==> src/hdl/uaftr_pkg.sv <==
// constants shared by both ends of the flow and trigger register link
// assumes one clock, pclk at 40 MHz, and active-low asynchronous presetn
package uaftr_pkg;
  // ****************************************************************
  // register addresses on the 8-bit bus
  // ****************************************************************
  localparam logic [2:0] A_DLL    = 3'h0;
  localparam logic [2:0] A_DLH    = 3'h1;
  localparam logic [2:0] A_IER    = 3'h1;
  localparam logic [2:0] A_EFR    = 3'h2;
  localparam logic [2:0] A_FCR    = 3'h2;
  localparam logic [2:0] A_LCR    = 3'h3;
  localparam logic [2:0] A_MCR    = 3'h4;
  localparam logic [2:0] A_XON1   = 3'h4;
  localparam logic [2:0] A_XON2   = 3'h5;
  localparam logic [2:0] A_XOFF1  = 3'h6;
  localparam logic [2:0] A_XOFF2  = 3'h7;
  localparam logic [2:0] A_FLOW   = 3'h6;
  localparam logic [2:0] A_TRIG   = 3'h7;
  localparam logic [2:0] A_FRDY   = 3'h7;
  // ****************************************************************
  // field positions and values
  // ****************************************************************
  localparam logic [7:0] LCR_EFR_VIEW = 8'hbf;
  localparam logic [7:0] LCR_DIV_VIEW = 8'h80;
  localparam logic [7:0] LCR_NORMAL   = 8'h00;
  localparam int LCR_DIV_BIT   = 7;
  localparam int EFR_WE_BIT    = 4;
  localparam int EFR_ARTS_BIT  = 6;
  localparam int MCR_RTS_BIT   = 1;
  localparam int MCR_RDY_BIT   = 2;
  localparam int MCR_LOOP_BIT  = 4;
  localparam int MCR_EXT_BIT   = 6;
  localparam int MCR_PRESC_BIT = 7;
  localparam int LO_LSB        = 0;
  localparam int HI_LSB        = 4;
  localparam int FRDY_TX_LSB   = 0;
  localparam int FRDY_RX_LSB   = 4;
  localparam logic [7:0] IER_GATED = 8'hf0;
  localparam logic [7:0] FCR_GATED = 8'h30;
  localparam logic [7:0] MCR_GATED = 8'he0;
  localparam logic [7:0] EFR_UNLOCK = 8'h10;
  localparam logic [7:0] MCR_EXT    = 8'h40;
  localparam logic [7:0] MCR_NOLOOP = 8'hef;
  localparam logic [7:0] REG_RST    = 8'h00;
  // fifo-control trigger levels in bytes, index is the 2-bit select
  localparam logic [3:0][5:0] RX_FCR_LVL = {6'd60, 6'd56, 6'd16, 6'd8};
  localparam logic [3:0][5:0] TX_FCR_LVL = {6'd56, 6'd32, 6'd16, 6'd8};
  // ****************************************************************
  // host command registers on apb
  // ****************************************************************
  localparam logic [11:0] OFF_CMD  = 12'h000;
  localparam logic [11:0] OFF_STAT = 12'h004;
  localparam int CMD_CHAN_BIT = 4;
  localparam int CMD_V1_LSB   = 8;
  localparam int CMD_V2_LSB   = 16;
  localparam int STAT_RES_LSB = 8;
  typedef enum logic [1:0] {OP_BAUD, OP_FLOW, OP_TRIG, OP_READY} uaftr_op_t;
endpackage

==> src/hdl/uaftr_if.sv <==
// 8-bit register bus between host sequencer and dual-channel device
// assumes both ends on pclk; strobes last one cycle, read data next cycle
`timescale 1ns/1ps
interface uaftr_if;
  logic [2:0] addr;
  logic [7:0] wdata;
  logic [7:0] rdata;
  logic       wr_stb;
  logic       rd_stb;
  logic       chan_a_select_n;
  logic       chan_b_select_n;
  modport dev (
    input  addr,
    input  wdata,
    input  wr_stb,
    input  rd_stb,
    input  chan_a_select_n,
    input  chan_b_select_n,
    output rdata
  );
  modport hst (
    output addr,
    output wdata,
    output wr_stb,
    output rd_stb,
    output chan_a_select_n,
    output chan_b_select_n,
    input  rdata
  );
endinterface

==> src/hdl/uaftr_dev.sv <==
// device end: layered register views and flow/trigger registers, two channels
// assumes fifo fill and ready status arrive from logic on pclk
`timescale 1ns/1ps
module uaftr_dev (
  input  wire logic            pclk,
  input  wire logic            presetn,
  uaftr_if.dev                 bus,
  input  wire logic [1:0][6:0] rx_fill,
  input  wire logic [1:0]      tx_ready,
  input  wire logic [1:0]      rx_ready,
  output wire logic [1:0]      rts_n,
  output wire logic [1:0]      prescale_div4,
  output wire logic [1:0][5:0] halt_level,
  output wire logic [1:0][5:0] resume_level,
  output wire logic [1:0][5:0] rx_trigger,
  output wire logic [1:0][5:0] tx_trigger
);
  // ****************************************************************
  // shared decode
  // ****************************************************************
  wire logic [1:0] cs;
  wire logic [7:0] ready_word;
  wire logic [7:0] rd_val [2];
  wire logic [7:0] rd_pick;
  logic      [7:0] rdata;

  assign cs = {~bus.chan_b_select_n, ~bus.chan_a_select_n};
  // one status word for both channels, unused bits tied low
  assign ready_word = {2'b00, rx_ready, 2'b00, tx_ready};
  // channel a wins if both selects are low
  assign rd_pick = cs[0] ? rd_val[0] : (cs[1] ? rd_val[1] : 8'h00);
  assign bus.rdata = rdata;

  always_ff @(posedge pclk or negedge presetn)
  begin
    if (!presetn)
      rdata <= 8'h00;
    else if (bus.rd_stb)
      rdata <= rd_pick;
  end

  // ****************************************************************
  // per-channel registers
  // ****************************************************************
  for (genvar c = 0; c < 2; c++)
  begin : g_ch
    logic [7:0] line_control_reg, enhanced_feature_reg, modem_control_reg, ier, fifo_control_reg, dll, dlh;
    logic [7:0] xon1, xon2, xoff1, xoff2, flow, trig;
    logic       rts_q, presc_q;
    logic [5:0] halt_q, resume_q, rxt_q, txt_q;
    wire  logic       we, efr_view, div_view, norm_view, ext_we, auto_rts;
    wire  logic       rdy_on;
    wire  logic [2:0] a;
    wire  logic [7:0] d, next_ier, next_fcr, next_mcr;
    wire  logic [7:0] rv_efr, rv_div, rv_norm;
    wire  logic [5:0] next_halt, next_resume, next_rxt, next_txt;
    wire  logic [3:0] rx_fld, tx_fld;
    wire  logic       next_rts;

    assign a         = bus.addr;
    assign d         = bus.wdata;
    assign we        = bus.wr_stb & cs[c];
    assign efr_view  = (line_control_reg == uaftr_pkg::LCR_EFR_VIEW);
    assign div_view  = line_control_reg[uaftr_pkg::LCR_DIV_BIT] & ~efr_view;
    assign norm_view = ~line_control_reg[uaftr_pkg::LCR_DIV_BIT];
    // both bits must be set before the extended registers take a write
    assign ext_we = enhanced_feature_reg[uaftr_pkg::EFR_WE_BIT] & modem_control_reg[uaftr_pkg::MCR_EXT_BIT];
    // ready register only while enabled and not looped back
    assign rdy_on = modem_control_reg[uaftr_pkg::MCR_RDY_BIT] & ~modem_control_reg[uaftr_pkg::MCR_LOOP_BIT];
    assign auto_rts = enhanced_feature_reg[uaftr_pkg::EFR_ARTS_BIT];

    // gated bits (ier 7:4, fcr 5:4, mcr 7:5) keep their value unless enhanced writes are enabled
    assign next_ier = (d & ~uaftr_pkg::IER_GATED) |
                      ((enhanced_feature_reg[uaftr_pkg::EFR_WE_BIT] ? d : ier) & uaftr_pkg::IER_GATED);
    assign next_fcr = (d & ~uaftr_pkg::FCR_GATED) |
                      ((enhanced_feature_reg[uaftr_pkg::EFR_WE_BIT] ? d : fifo_control_reg) & uaftr_pkg::FCR_GATED);
    assign next_mcr = (d & ~uaftr_pkg::MCR_GATED) |
                      ((enhanced_feature_reg[uaftr_pkg::EFR_WE_BIT] ? d : modem_control_reg) & uaftr_pkg::MCR_GATED);

    // read views; the fifo-control register is write-only here
    assign rv_efr = (a == uaftr_pkg::A_EFR)   ? enhanced_feature_reg   :
                    (a == uaftr_pkg::A_LCR)   ? line_control_reg   :
                    (a == uaftr_pkg::A_XON1)  ? xon1  :
                    (a == uaftr_pkg::A_XON2)  ? xon2  :
                    (a == uaftr_pkg::A_XOFF1) ? xoff1 :
                    (a == uaftr_pkg::A_XOFF2) ? xoff2 : 8'h00;
    assign rv_div = (a == uaftr_pkg::A_DLL) ? dll :
                    (a == uaftr_pkg::A_DLH) ? dlh :
                    (a == uaftr_pkg::A_LCR) ? line_control_reg : 8'h00;
    assign rv_norm = (a == uaftr_pkg::A_IER) ? ier :
                     (a == uaftr_pkg::A_LCR) ? line_control_reg :
                     (a == uaftr_pkg::A_MCR) ? modem_control_reg :
                     (a == uaftr_pkg::A_FLOW && modem_control_reg[uaftr_pkg::MCR_EXT_BIT]) ? flow :
                     (a == uaftr_pkg::A_FRDY && rdy_on) ? ready_word :
                     (a == uaftr_pkg::A_TRIG && modem_control_reg[uaftr_pkg::MCR_EXT_BIT]) ? trig :
                     8'h00;
    assign rd_val[c] = efr_view ? rv_efr : (div_view ? rv_div : rv_norm);

    // levels in bytes: field shifted left by two
    assign next_halt   = {flow[uaftr_pkg::LO_LSB +: 4], 2'b00};
    assign next_resume = {flow[uaftr_pkg::HI_LSB +: 4], 2'b00};
    assign rx_fld = trig[uaftr_pkg::HI_LSB +: 4];
    assign tx_fld = trig[uaftr_pkg::LO_LSB +: 4];
    assign next_rxt = (rx_fld != 4'h0) ? {rx_fld, 2'b00} :
                      uaftr_pkg::RX_FCR_LVL[fifo_control_reg[7:6]];
    assign next_txt = (tx_fld != 4'h0) ? {tx_fld, 2'b00} :
                      uaftr_pkg::TX_FCR_LVL[fifo_control_reg[5:4]];
    // halt checked first, so a bad halt/resume pair still stops the sender
    assign next_rts = !auto_rts ? ~modem_control_reg[uaftr_pkg::MCR_RTS_BIT] :
                      (rx_fill[c] >= {1'b0, halt_q})   ? 1'b1 :
                      (rx_fill[c] <= {1'b0, resume_q}) ? 1'b0 : rts_q;

    always_ff @(posedge pclk or negedge presetn)
    begin
      if (!presetn)
      begin
        line_control_reg <= uaftr_pkg::REG_RST;
        enhanced_feature_reg <= uaftr_pkg::REG_RST;
        modem_control_reg <= uaftr_pkg::REG_RST;
        ier <= uaftr_pkg::REG_RST;
        fifo_control_reg <= uaftr_pkg::REG_RST;
        dll <= uaftr_pkg::REG_RST;
        dlh <= uaftr_pkg::REG_RST;
        xon1 <= uaftr_pkg::REG_RST;
        xon2 <= uaftr_pkg::REG_RST;
        xoff1 <= uaftr_pkg::REG_RST;
        xoff2 <= uaftr_pkg::REG_RST;
        flow <= uaftr_pkg::REG_RST;
        trig <= uaftr_pkg::REG_RST;
      end
      else if (we)
      begin
        if (a == uaftr_pkg::A_LCR)
          line_control_reg <= d;
        if (efr_view && a == uaftr_pkg::A_EFR)
          enhanced_feature_reg <= d;
        if (efr_view && a == uaftr_pkg::A_XON1)
          xon1 <= d;
        if (efr_view && a == uaftr_pkg::A_XON2)
          xon2 <= d;
        if (efr_view && a == uaftr_pkg::A_XOFF1)
          xoff1 <= d;
        if (efr_view && a == uaftr_pkg::A_XOFF2)
          xoff2 <= d;
        if (div_view && a == uaftr_pkg::A_DLL)
          dll <= d;
        if (div_view && a == uaftr_pkg::A_DLH)
          dlh <= d;
        if (norm_view && a == uaftr_pkg::A_IER)
          ier <= next_ier;
        if (norm_view && a == uaftr_pkg::A_FCR)
          fifo_control_reg <= next_fcr;
        if (norm_view && a == uaftr_pkg::A_MCR)
          modem_control_reg <= next_mcr;
        if (norm_view && ext_we && a == uaftr_pkg::A_FLOW)
          flow <= d;
        if (norm_view && ext_we && a == uaftr_pkg::A_TRIG)
          trig <= d;
      end
    end

    always_ff @(posedge pclk or negedge presetn)
    begin
      if (!presetn)
      begin
        rts_q    <= 1'b1;
        presc_q  <= 1'b0;
        halt_q   <= 6'h00;
        resume_q <= 6'h00;
        rxt_q    <= 6'h00;
        txt_q    <= 6'h00;
      end
      else
      begin
        rts_q    <= next_rts;
        presc_q  <= modem_control_reg[uaftr_pkg::MCR_PRESC_BIT];
        halt_q   <= next_halt;
        resume_q <= next_resume;
        rxt_q    <= next_rxt;
        txt_q    <= next_txt;
      end
    end

    assign rts_n[c]         = rts_q;
    assign prescale_div4[c] = presc_q;
    assign halt_level[c]    = halt_q;
    assign resume_level[c]  = resume_q;
    assign rx_trigger[c]    = rxt_q;
    assign tx_trigger[c]    = txt_q;
  end
endmodule

==> src/flat_wrapper.sv <==
// flat-port wrapper written by rule: the top's interface ports become plain ports
module uaftr_dev_flat 
  (pclk, presetn, rx_fill, tx_ready, rx_ready, rts_n, prescale_div4, halt_level, resume_level, rx_trigger, tx_trigger, bus_addr, bus_wdata, bus_wr_stb, bus_rd_stb, bus_chan_a_select_n, bus_chan_b_select_n, bus_rdata);
  uaftr_if bus_i ();
  input  wire logic pclk;
  input  wire logic presetn;
  input  wire logic [1:0][6:0] rx_fill;
  input  wire logic [1:0] tx_ready;
  input  wire logic [1:0] rx_ready;
  output wire logic [1:0] rts_n;
  output wire logic [1:0] prescale_div4;
  output wire logic [1:0][5:0] halt_level;
  output wire logic [1:0][5:0] resume_level;
  output wire logic [1:0][5:0] rx_trigger;
  output wire logic [1:0][5:0] tx_trigger;
  input wire logic [$bits(bus_i.addr)-1:0] bus_addr;
  input wire logic [$bits(bus_i.wdata)-1:0] bus_wdata;
  input wire logic [$bits(bus_i.wr_stb)-1:0] bus_wr_stb;
  input wire logic [$bits(bus_i.rd_stb)-1:0] bus_rd_stb;
  input wire logic [$bits(bus_i.chan_a_select_n)-1:0] bus_chan_a_select_n;
  input wire logic [$bits(bus_i.chan_b_select_n)-1:0] bus_chan_b_select_n;
  output wire logic [$bits(bus_i.rdata)-1:0] bus_rdata;
  assign bus_i.addr = bus_addr;
  assign bus_i.wdata = bus_wdata;
  assign bus_i.wr_stb = bus_wr_stb;
  assign bus_i.rd_stb = bus_rd_stb;
  assign bus_i.chan_a_select_n = bus_chan_a_select_n;
  assign bus_i.chan_b_select_n = bus_chan_b_select_n;
  assign bus_rdata = bus_i.rdata;
  uaftr_dev u_core (.pclk(pclk), .presetn(presetn), .bus(bus_i), .rx_fill(rx_fill), .tx_ready(tx_ready), .rx_ready(rx_ready), .rts_n(rts_n), .prescale_div4(prescale_div4), .halt_level(halt_level), .resume_level(resume_level), .rx_trigger(rx_trigger), .tx_trigger(tx_trigger));
endmodule
==> config.mk <==
export PLATFORM = sky130hd
export DESIGN_NAME = uaftr_dev_flat
export DESIGN_NICKNAME = d
export VERILOG_FILES = /design/src/hdl/uaftr_pkg.sv /design/src/hdl/uaftr_if.sv /design/src/hdl/uaftr_dev.sv /design/src/flat_wrapper.sv
export SDC_FILE = /design/constraint.sdc
export NUM_CORES = 1
export LEC_CHECK = 0
export BUFFER_PORTS_ARGS = -buffer_cell sky130_fd_sc_hd__buf_2
export CORE_MARGIN = 2
export CORE_UTILIZATION = 25
export CTS_CLUSTER_DIAMETER = 30
export CTS_CLUSTER_SIZE = 25
export DETAILED_ROUTE_END_ITERATION = 10
export MAX_ROUTING_LAYER = met4
export SETUP_SLACK_MARGIN = 0.02
export SLEW_MARGIN = 20
export SYNTH_ARGS = -nofsm -noshare
export SYNTH_HDL_FRONTEND = slang
export SYNTH_SLANG_ARGS = --single-unit
export TNS_END_PERCENT = 30
==> constraint.sdc <==
create_clock -name pclk -period 2.52 [get_ports pclk]
set_input_delay 0 -clock pclk [delete_from_list [all_inputs] [get_ports pclk]]
set_output_delay 0 -clock pclk [all_outputs]
set_load 0.1 [all_outputs]
# Word-level counts from Yosys, hierarchy flattened
# Cells that the tools add are included.
[word_totals] regBits=260 out_inout_bits=60 input_bits=35 elab_cells=205
[op_classes] n_eq_ne=11 muxes=60 n_bitwise=24 order_cmp=8 reduce_logical=63
[ops] op="$mux W8" n=40
[ops] op="$mux W6" n=10
[ops] op="$reduce_and A2 Y1" n=26
[ops] op="$bmux W6 S2" n=4
[ops] op="$logic_and A1 B1 Y1" n=32
[ops] op="$eq A8 B8 Y1 const B" n=2
[ops] op="$or A4 B8 Y8" n=2
[ops] op="$or A5 B8 Y8" n=2
[ops] op="$or A8 B6 Y8" n=2
[ops] op="$reduce_bool A4 Y1" n=4
[ops] op="$ge A7 B6 Y1" n=2
[ops] op="$le A7 B6 Y1" n=2
[ops] op="$eq A3 B3 Y1 const B" n=4
[ops] op="$lt A2 B3 Y1 const B" n=4
[ops] op="$not A1 Y1" n=10
[ops] op="$and A1 B1 Y1" n=8
[ops] op="$eq A3 B2 Y1 const B" n=2
[ops] op="$mux W1" n=6
[ops] op="$ne A3 B3 Y1 const B" n=2
[ops] op="$eq A3 B1 Y1 const B" n=1
[ops] op="$logic_not A3 Y1" n=1

# Longest topological paths before layout
# Gate-level depths: netlist (run 1).
[depth] ltp_word=12 mapped_depth=10 mapped_depth_nobuf=7

# Worst setup path after synthesis (run 1)
# OpenSTA, ideal clock, no wires.
[synth_path] kind="reg2reg" from="register u_core.g_ch[0].resume_q[3]" to="register u_core.g_ch[0].rts_q" t_required_ns=2.424 path_slack_ns=0.423 period_less_slack_ns=2.097 n_path_buf=0 setup_ns=0.096 arrival_time_ns=2.002 stages_incl_launch_ff=8 path_cell_list="dfrtp_1 inv_1 ha_1 nor2b_1 o21a_1 o21a_1 o221ai_1 a41oi_1"
[synth_between] elab_chain_len=2
[synth_lines] element="from (decl)" line_no="uaftr_dev.sv:50" rtl="logic [5:0] halt_q, resume_q, rxt_q, txt_q;"
[synth_lines] element="from (signal assigned)" line_no="uaftr_dev.sv:178" rtl="resume_q <= next_resume;"
[synth_lines] element="$le A7 B6 Y1" line_no="uaftr_dev.sv:111" rtl="(rx_fill[c] <= {1'b0, resume_q}) ? 1'b0 : rts_q;"
[synth_lines] element="$ne A3 B3 Y1 (no source line)"
[synth_lines] element="to (signal assigned)" line_no="uaftr_dev.sv:175" rtl="rts_q <= next_rts;"
[synth_lines] element="to (decl)" line_no="uaftr_dev.sv:49" rtl="logic rts_q, presc_q;"
# Every way passes these cells.
# A chain may end at the register's enable or synchronous reset.

# Worst setup path after layout (run 1)
[layout_path] from="register u_core.g_ch[0].line_control_reg[7]" to="register u_core.rdata[5], in the netlist u_core.bus.rdata[5]"
[layout_between] elab_chain_len=6
[layout_lines] element="from (decl)" line_no="uaftr_dev.sv:47" rtl="logic [7:0] line_control_reg, enhanced_feature_reg, modem_control_reg, ier, fifo_control_reg, dll, dlh;"
[layout_lines] element="from (signal assigned)" line_no="uaftr_dev.sv:117" rtl="line_control_reg <= uaftr_pkg::REG_RST;"
[layout_lines] element="$eq A8 B8 Y1" line_no="uaftr_dev.sv:63" rtl="assign efr_view = (line_control_reg == uaftr_pkg::LCR_EFR_VIEW);"
[layout_lines] element="$not A1 Y1" line_no="uaftr_dev.sv:64" rtl="assign div_view = line_control_reg[uaftr_pkg::LCR_DIV_BIT] & ~efr_view;"
[layout_lines] element="$and A1 B1 Y1" line_no="uaftr_dev.sv:64"
[layout_lines] element="$mux W8" line_no="uaftr_dev.sv:97" rtl="assign rd_val[c] = efr_view ? rv_efr : (div_view ? rv_div : rv_norm);"
[layout_lines] element="$mux W8 *" line_no="uaftr_dev.sv:97"
[layout_lines] element="$mux W8 *" line_no="uaftr_dev.sv:31" rtl="assign rd_pick = cs[0] ? rd_val[0] : (cs[1] ? rd_val[1] : 8'h00);"
[layout_lines] element="to (signal assigned)" line_no="uaftr_dev.sv:39" rtl="rdata <= rd_pick;"
[layout_lines] element="to (decl)" line_no="uaftr_dev.sv:25" rtl="logic [7:0] rdata;"
# Every way passes the cells marked *; elsewhere a longest branch is shown, timed or not.

==> results of run 1 <==
-- path summary, 6_finish.rpt --
check | from | end | slack, ns | cells after the start
max in group asynchronous | presetn | u_core.g_ch[1].flow[5] | 0.97 | 4
setup / recovery | u_core.g_ch[0].line_control_reg[7] | u_core.bus.rdata[5] | 0.20 | 6
hold reg to reg | u_core.g_ch[0].flow[0] | u_core.g_ch[0].halt_q[2] | 0.38 | 0
hold / removal | bus_wdata[2] | u_core.g_ch[0].trig[2] | 0.02 | 3
setup reg to reg | u_core.g_ch[0].line_control_reg[7] | u_core.bus.rdata[5] | 0.20 | 6
min in group asynchronous | presetn | u_core.g_ch[0].rts_q | 0.53 | 3
-- cell type report --
cell class | count | area [um2]
clock buffers | 70 | 1550
fillers | 4732 | 32400
repair buffers | 128 | 851
clock inverters | 30 | 455
diodes | 2 | 5.00
flip-flops and latches | 244 | 6110
multi-input cells | 684 | 5470
well taps | 615 | 769
inverters | 30 | 115
-- timing repair --
item                                   4_1_cts  5_1_grt
hold buffers                                14        0
endpoints found under the hold margin      256        0
buffers inserted                             0        0
gates resized for setup                      0        0
-- routing by layer --
layer	GRT usage (%)	share of wire (%)	up-vias
met5	-	0	-
met4	4.80	2.4	0
met3	3.13	7.0	70
met2	23.3	46	387
met1	19.9	44	4503
li1	-	-	3949
-- placed cells by master, fill, tap and decap left out, drive strengths merged, types with 5 or more instances in the layout --
| cell type | n |
|---|---|
| dfrtp | 242 |
| mux2 | 205 |
| buf | 114 |
| clkbuf | 70 |
| nor2 | 57 |
| nand2 | 52 |
| o21ai | 50 |
| a21oi | 49 |
| inv | 33 |
| nand2b | 21 |
| mux2i | 21 |
| o211ai | 17 |
| nor2b | 16 |
| nand3 | 16 |
| ha | 16 |
| conb | 16 |
| dlygate4sd3 | 14 |
| o22ai | 13 |
| nor3 | 12 |
| a22oi | 11 |
| clkinv | 11 |
| mux4 | 10 |
| bufinv | 9 |
| nand4 | 8 |
| o21a | 7 |
| a31oi | 7 |
| clkinvlp | 7 |
| a21o | 6 |
| a31o | 5 |
| o221ai | 5 |
-- power breakdown --
group          switching, mW  internal (mW)  total, mW
combinational           1.01          0.563       1.57
clock                   2.36           5.27       7.63
sequential             0.271           4.22       4.49
total                   3.64           10.1       13.7
-- cell usage after synthesis (4+ instances only) --
| library cell | instances |
|---|---|
| sky130_fd_sc_hd__nor2b_1 | 16 |
| sky130_fd_sc_hd__buf_4 | 23 |
| sky130_fd_sc_hd__nand3_1 | 16 |
| sky130_fd_sc_hd__a21boi_0 | 4 |
| sky130_fd_sc_hd__clkbuf_1 | 29 |
| sky130_fd_sc_hd__o2111ai_1 | 4 |
| sky130_fd_sc_hd__o221ai_1 | 5 |
| sky130_fd_sc_hd__nor3_1 | 10 |
| sky130_fd_sc_hd__o22ai_1 | 13 |
| sky130_fd_sc_hd__mux4_2 | 10 |
| sky130_fd_sc_hd__a21o_1 | 6 |
| sky130_fd_sc_hd__nor2_1 | 44 |
| sky130_fd_sc_hd__nand4_1 | 6 |
| sky130_fd_sc_hd__buf_2 | 25 |
| sky130_fd_sc_hd__o21ai_0 | 49 |
| sky130_fd_sc_hd__inv_1 | 29 |
| sky130_fd_sc_hd__a31oi_1 | 7 |
| sky130_fd_sc_hd__nand2b_1 | 21 |
| sky130_fd_sc_hd__a31o_2 | 5 |
| sky130_fd_sc_hd__a22oi_1 | 11 |
| sky130_fd_sc_hd__o21a_1 | 7 |
| sky130_fd_sc_hd__nand2_1 | 51 |
| sky130_fd_sc_hd__dfrtp_1 | 242 |
| sky130_fd_sc_hd__buf_1 | 4 |
| sky130_fd_sc_hd__mux2i_1 | 21 |
| sky130_fd_sc_hd__ha_1 | 16 |
| sky130_fd_sc_hd__nor2_2 | 13 |
| sky130_fd_sc_hd__a21oi_1 | 49 |
| sky130_fd_sc_hd__o211ai_1 | 17 |
| sky130_fd_sc_hd__mux2_2 | 205 |
-- kinds of logic (layout without fill, tap and decap cells) --
kind of cell | Yosys count | in the layout | share of synthesized area, %
compound gates | 209 | 209 | 11.2
flops | 244 | 244 | 50.6
mux | 236 | 236 | 22.7
xor+xnor | 2 | 2 | 0.145
fa+ha+maj | 16 | 16 | 1.66
simple gates | 205 | 205 | 9.09
buf+inv | 113 | 258 | 4.63
other cells | 1 | 18 | 0.0310
-- critical path: cells and delay by family, from the launching register on --
kind	cells	cell delay (ns)
AOI/OAI and AO/OA	4	1.10
and+or+nand+nor	2	0.62
DFF	1	0.53
-- through the flow --
stage	cells	utilization [%]
2_1_floorplan	1041	-
6_report	1803	32.1
3_3_place_gp	1687	27.6
4_1_cts	1801	32.1
5_1_grt	1802	32.1
3_5_place_dp	1687	27.6
==> impl_summary.log, run 1 <==
INFO  metric layout_worst_path_cycle_share = 92.1%
INFO  metric synth_cells = 1,026
INFO  metric ys_types = 70
INFO  metric synth_top_area_share = 50.1%
INFO  metric clock_skew = 0.0127 ns
INFO  metric via_per_inst = 4.94
INFO  metric initial_antenna_violation_count = 2
INFO  metric die_height = 224 um
INFO  metric design.die.area = 0.0501 mm2
INFO  metric timing.critical_path.cells = nand4b_1 > or2_2 > a2111oi_0 > a21oi_1 > a31oi_1 > a31o_2
INFO  metric num_rows = 80
INFO  metric synth-seq-area-share = 50.6%
INFO  metric hold_slack = 0.0227 ns
INFO  metric cts_tree = yes
INFO  metric worst-setup-path-type = reg -> reg
INFO  metric final_period_minus_worst_setup_slack = 2.32 ns
INFO  metric detailedPlacementHpwl = 25.2 mm
INFO  metric worstSetupStartpointType = flip-flop
INFO  metric number_of_hold_violations_in_the_final_report = 0
INFO  metric synth_area_leader_cell = sky130_fd_sc_hd__dfrtp_1
INFO  metric layout.nets = 1,195
INFO  metric synth.top_cells.by_area = sky130_fd_sc_hd__dfrtp_1, sky130_fd_sc_hd__mux2_2, sky130_fd_sc_hd__a21oi_1
INFO  metric crit_fanout = 11
INFO  metric maxClockFrequency = 431 MHz
INFO  metric drtAntennaViolNets = 0
INFO  metric drv_cap = 0
INFO  metric core = 0.0477 mm2
INFO  metric die_x = 224 um
INFO  metric detail_route.drc_violations = 0
INFO  metric worst_stage_delay_on_the_critical_path = 0.53 ns
INFO  metric critical_path_required = 3.02 ns
INFO  metric number_of_flops_mapped_to_enable_cells_by_yosys = 0
INFO  metric grt_max_degree = 96
INFO  metric ctsLongestPathBuffers = 3
INFO  metric wl = 37.0 mm
INFO  metric routedWlPerCell = 20.5 um
INFO  metric first_global_vias = 9,190
INFO  metric clk_pin_slew = 0.05 ns
INFO  metric timing.critical_path.arrival = 2.82 ns
INFO  metric vias = 8,909
INFO  metric leakagePower = 7.04 nW
INFO  metric grt_first_pass_wirelength = 56.6 mm
INFO  metric slowest_stage = sky130_fd_sc_hd__dfrtp_1
INFO  metric drv_slew = 0
INFO  metric yosysWarningCount = 0
INFO  metric slew_of_the_pin_with_the_lowest_slew_margin = 0.777 ns
INFO  metric synth_ff_type = sky130_fd_sc_hd__dfrtp_1
INFO  metric sink_count_of_the_clock_tree = 244
INFO  metric pin_count = 95
INFO  metric post-place-ws = 0.174 ns
INFO  metric dpl_cell_area = 0.0132 mm2
INFO  metric port_buffer_cells = 78
INFO  metric grt-ovfl-total = 0
INFO  metric tritoncts.num_buffers = 56
INFO  metric insertion_delay = 0.56 ns
INFO  metric worstSetupEndpointType = flip-flop
INFO  metric drive_gt1_share = 38.8%
INFO  metric grt_util_overall = 15.1%
INFO  metric post_syn_area_per_cell = 11.8 um2
INFO  metric ys_seq_elements = 244
INFO  metric report.power.total = 13.7 mW
INFO  metric final_setup_violating_endpoints = 0
INFO  metric min_path_type = in -> reg
INFO  metric first_pass_iters = 5
INFO  metric rsz0062_at_grt = no
INFO  metric initial_core_utilization = 25.3%
INFO  metric drt_iter0_drc = 870
INFO  metric flow.area_growth_from_synthesis = 26.9%
INFO  metric final_critical_path_setup_slack = 0.199 ns
INFO  metric routabilityCongestion = 0.959
INFO  metric max-slew-margin-rel = 46.9%
INFO  metric finish.instance_area = 0.0153 mm2
INFO  metric irDropWorstVdd = 0.434 mV
INFO  metric setup_tns = 0 ns
INFO  metric result_of_the_run = finished clean
INFO  metric clk_root_buffer_cell = sky130_fd_sc_hd__clkbuf_16
INFO  metric clock_tree.htree_level_count = 2
INFO  metric syn-cell-area = 0.0121 mm2
INFO  metric ys_async_sr_fraction = 100%
INFO  metric power.density = 893 mW/mm2
Power figures use the tool's default switching activity.
==> inputs of run 2 (changes only) <==
CORE_ASPECT_RATIO = 2   (was not set)
==> impl_summary.log, run 2 (synthesis gave the netlist of run 1 again) <==
INFO  metric irDropWorstVdd = 0.606 mV (+40%)
INFO  metric slew_of_the_pin_with_the_lowest_slew_margin = 0.748 ns (-0.0292 ns)
INFO  metric detailedPlacementHpwl = 23.8 mm (-5.6%)
INFO  metric number_of_hold_violations_in_the_final_report = 0 (unchanged)
INFO  metric grt-ovfl-total = 0 (unchanged)
INFO  metric clock_skew = 0.0137 ns (+0.00101 ns)
INFO  metric initial_core_utilization = 25.1% (-0.17 points)
INFO  metric clock_tree.htree_level_count = 2 (unchanged)
INFO  metric worst-r2r-cell-count = 5 (-1)
INFO  metric numPlacedInstances = 1,714 (+1.6%)
INFO  metric n_antenna_cell = 0 (-2)
INFO  metric finalNonFillerCells = 1,817 (+0.78%)
INFO  metric drv_cap = 0 (unchanged)
INFO  metric hold_slack = 0.0143 ns (-0.00839 ns)
INFO  metric via_per_inst = 4.90 (-0.79%)
INFO  metric drv_slew = 0 (unchanged)
INFO  metric detail_route.drc_violations = 0 (unchanged)
INFO  metric power.density = 835 mW/mm2 (-6.5%)
INFO  metric ctsResizeCount = 0 (unchanged)
INFO  metric cts.hold.buffers_added = 11 (-3)
INFO  metric design.die.area = 0.0502 mm2 (+0.21%)
INFO  metric drtAntennaViolNets = 0 (unchanged)
INFO  metric vias = 8,907 (-0.022%)
INFO  metric drive_gt1_share = 38.2% (-0.62 points)
INFO  metric max-slew-margin-rel = 50.1% (+3.3 points)
INFO  metric crit-reg2reg-launch = u_core.g_ch[1].line_control_reg[1]
INFO  metric first_global_vias = 8,860 (-3.6%)
INFO  metric sink_count_of_the_clock_tree = 244 (unchanged)
INFO  metric wl = 34.8 mm (-6.0%)
INFO  metric layout_worst_path_cycle_share = 87.0% (-5.1 points)
INFO  metric layout.nets = 1,191 (-0.33%)
INFO  metric final_period_minus_worst_setup_slack = 2.19 ns (-0.130 ns)
INFO  metric grt_max_degree = 80 (-17%)
INFO  metric first_pass_iters = 5 (unchanged)
INFO  metric final_setup_violating_endpoints = 0 (unchanged)
INFO  metric clk_pin_slew = 0.05 ns (about the same)
INFO  metric cts_tree = yes
INFO  metric pin_count = 95 (unchanged)
INFO  metric layout.cells.most_common_list = sky130_fd_sc_hd__dfrtp_1, sky130_fd_sc_hd__mux2_2, sky130_fd_sc_hd__buf_2, sky130_fd_sc_hd__nand2_1, sky130_fd_sc_hd__clkbuf_16
INFO  metric timing.critical_path.arrival = 2.61 ns (-0.21 ns)
INFO  metric report.power.total = 12.6 mW (-8.2%)
INFO  metric final_critical_path_setup_slack = 0.329 ns (+0.130 ns)
INFO  metric die_x = 159 um (-29%)
INFO  metric min_path_type = in -> reg
INFO  metric final_common_cell = sky130_fd_sc_hd__dfrtp_1
INFO  metric leakagePower = 6.91 nW (-1.8%)
INFO  metric flow.area_growth_from_synthesis = 24.6%
INFO  metric insertion_delay = 0.54 ns (-0.02 ns)
INFO  metric rsz0062_at_grt = no
INFO  metric worstSetupEndpointType = flip-flop
INFO  metric initial_antenna_violation_count = 0 (-2)
INFO  metric routabilityCongestion = 0.894 (-6.9%)
INFO  metric maxClockFrequency = 456 MHz (+5.9%)
INFO  metric setup_tns = 0 ns (unchanged)
INFO  metric clk_root_buffer_cell = sky130_fd_sc_hd__clkbuf_16
INFO  metric cp-startpoint = u_core.g_ch[1].line_control_reg[1]
INFO  metric post-cts-setup-buffers = 0 (unchanged)
INFO  metric core = 0.0481 mm2 (+0.68%)
INFO  metric grt_util_overall = 14.2% (-0.95 points)
INFO  metric crit_fanout = 8 (-3)
INFO  metric post-place-ws = 0.364 ns (+0.190 ns)
INFO  metric ctsLongestPathBuffers = 3 (unchanged)
INFO  metric die_height = 315 um (+41%)
INFO  metric drt_iter0_drc = 746 (-14%)
INFO  metric worst_hold_startpoint = bus_wdata[2]
INFO  metric port_buffer_cells = 78 (unchanged)
INFO  metric result_of_the_run = finished clean
INFO  metric grt_first_pass_wirelength = 53.8 mm (-5.0%)
INFO  metric worst-setup-path-type = reg -> reg
INFO  metric worstSetupStartpointType = flip-flop
INFO  metric tritoncts.num_buffers = 51 (-8.9%)
INFO  metric critical_path_required = 2.94 ns (-0.08 ns)
INFO  metric hold-path-cell-count = 3 (unchanged)
INFO  metric num_rows = 114 (+43%)
INFO  metric routedWlPerCell = 19.2 um (-6.7%)
run 2: worst max-delay path, stage by stage, from the launching register on:
cell and delay [ns]:
sky130_fd_sc_hd__dfrtp_1 0.46, sky130_fd_sc_hd__nand4_1 0.22, sky130_fd_sc_hd__nor4_4 0.29, sky130_fd_sc_hd__nand2_4 0.15, sky130_fd_sc_hd__nor3_4 0.53, sky130_fd_sc_hd__mux2_2 0.41
run 2: power breakdown:
group / internal [mW] / leakage (nW) / switching (mW)
clock network: 4.44 / 0.823 / 2.10
registers: 4.22 / 3.24 / 0.258
logic: 0.563 / 2.84 / 0.990
run 2: metrics by stage:
stage	area [um2]	util, %
after floorplan	12100	-
after global placement	13200	27.6
after detailed placement	13200	27.6
after CTS	15100	31.3
after global routing	15100	31.3
final	15100	31.3
run 2: path summary, 6_finish.rpt:
check	end	slack, ns
setup reg to reg	u_core.g_ch[1].enhanced_feature_reg[3]	0.33
min in group asynchronous	u_core.g_ch[0].resume_q[3]	0.05
setup / recovery	u_core.g_ch[1].enhanced_feature_reg[3]	0.33
max in group asynchronous	u_core.g_ch[1].dll[6]	1.68
hold / removal	u_core.g_ch[0].trig[2]	0.01
hold reg to reg	u_core.g_ch[0].halt_q[2]	0.38
run 2: cell type report:
type / count / area, um2
clock buffer: 69 / 1420
clock inverter: 23 / 275
fill: 4860 / 33000
inverter: 30 / 115
multi-input combinational: 684 / 5470
sequential: 244 / 6110
tap: 638 / 798
timing repair buffer: 129 / 863
run 2: routing by layer:
metal	track usage [%]	vias up	share of wire (%)
met5	-	-	0
met4	4.28	0	2.4
met3	3.03	63	7.8
met2	21.4	376	45
met1	19.1	4510	45
li1	-	3958	-
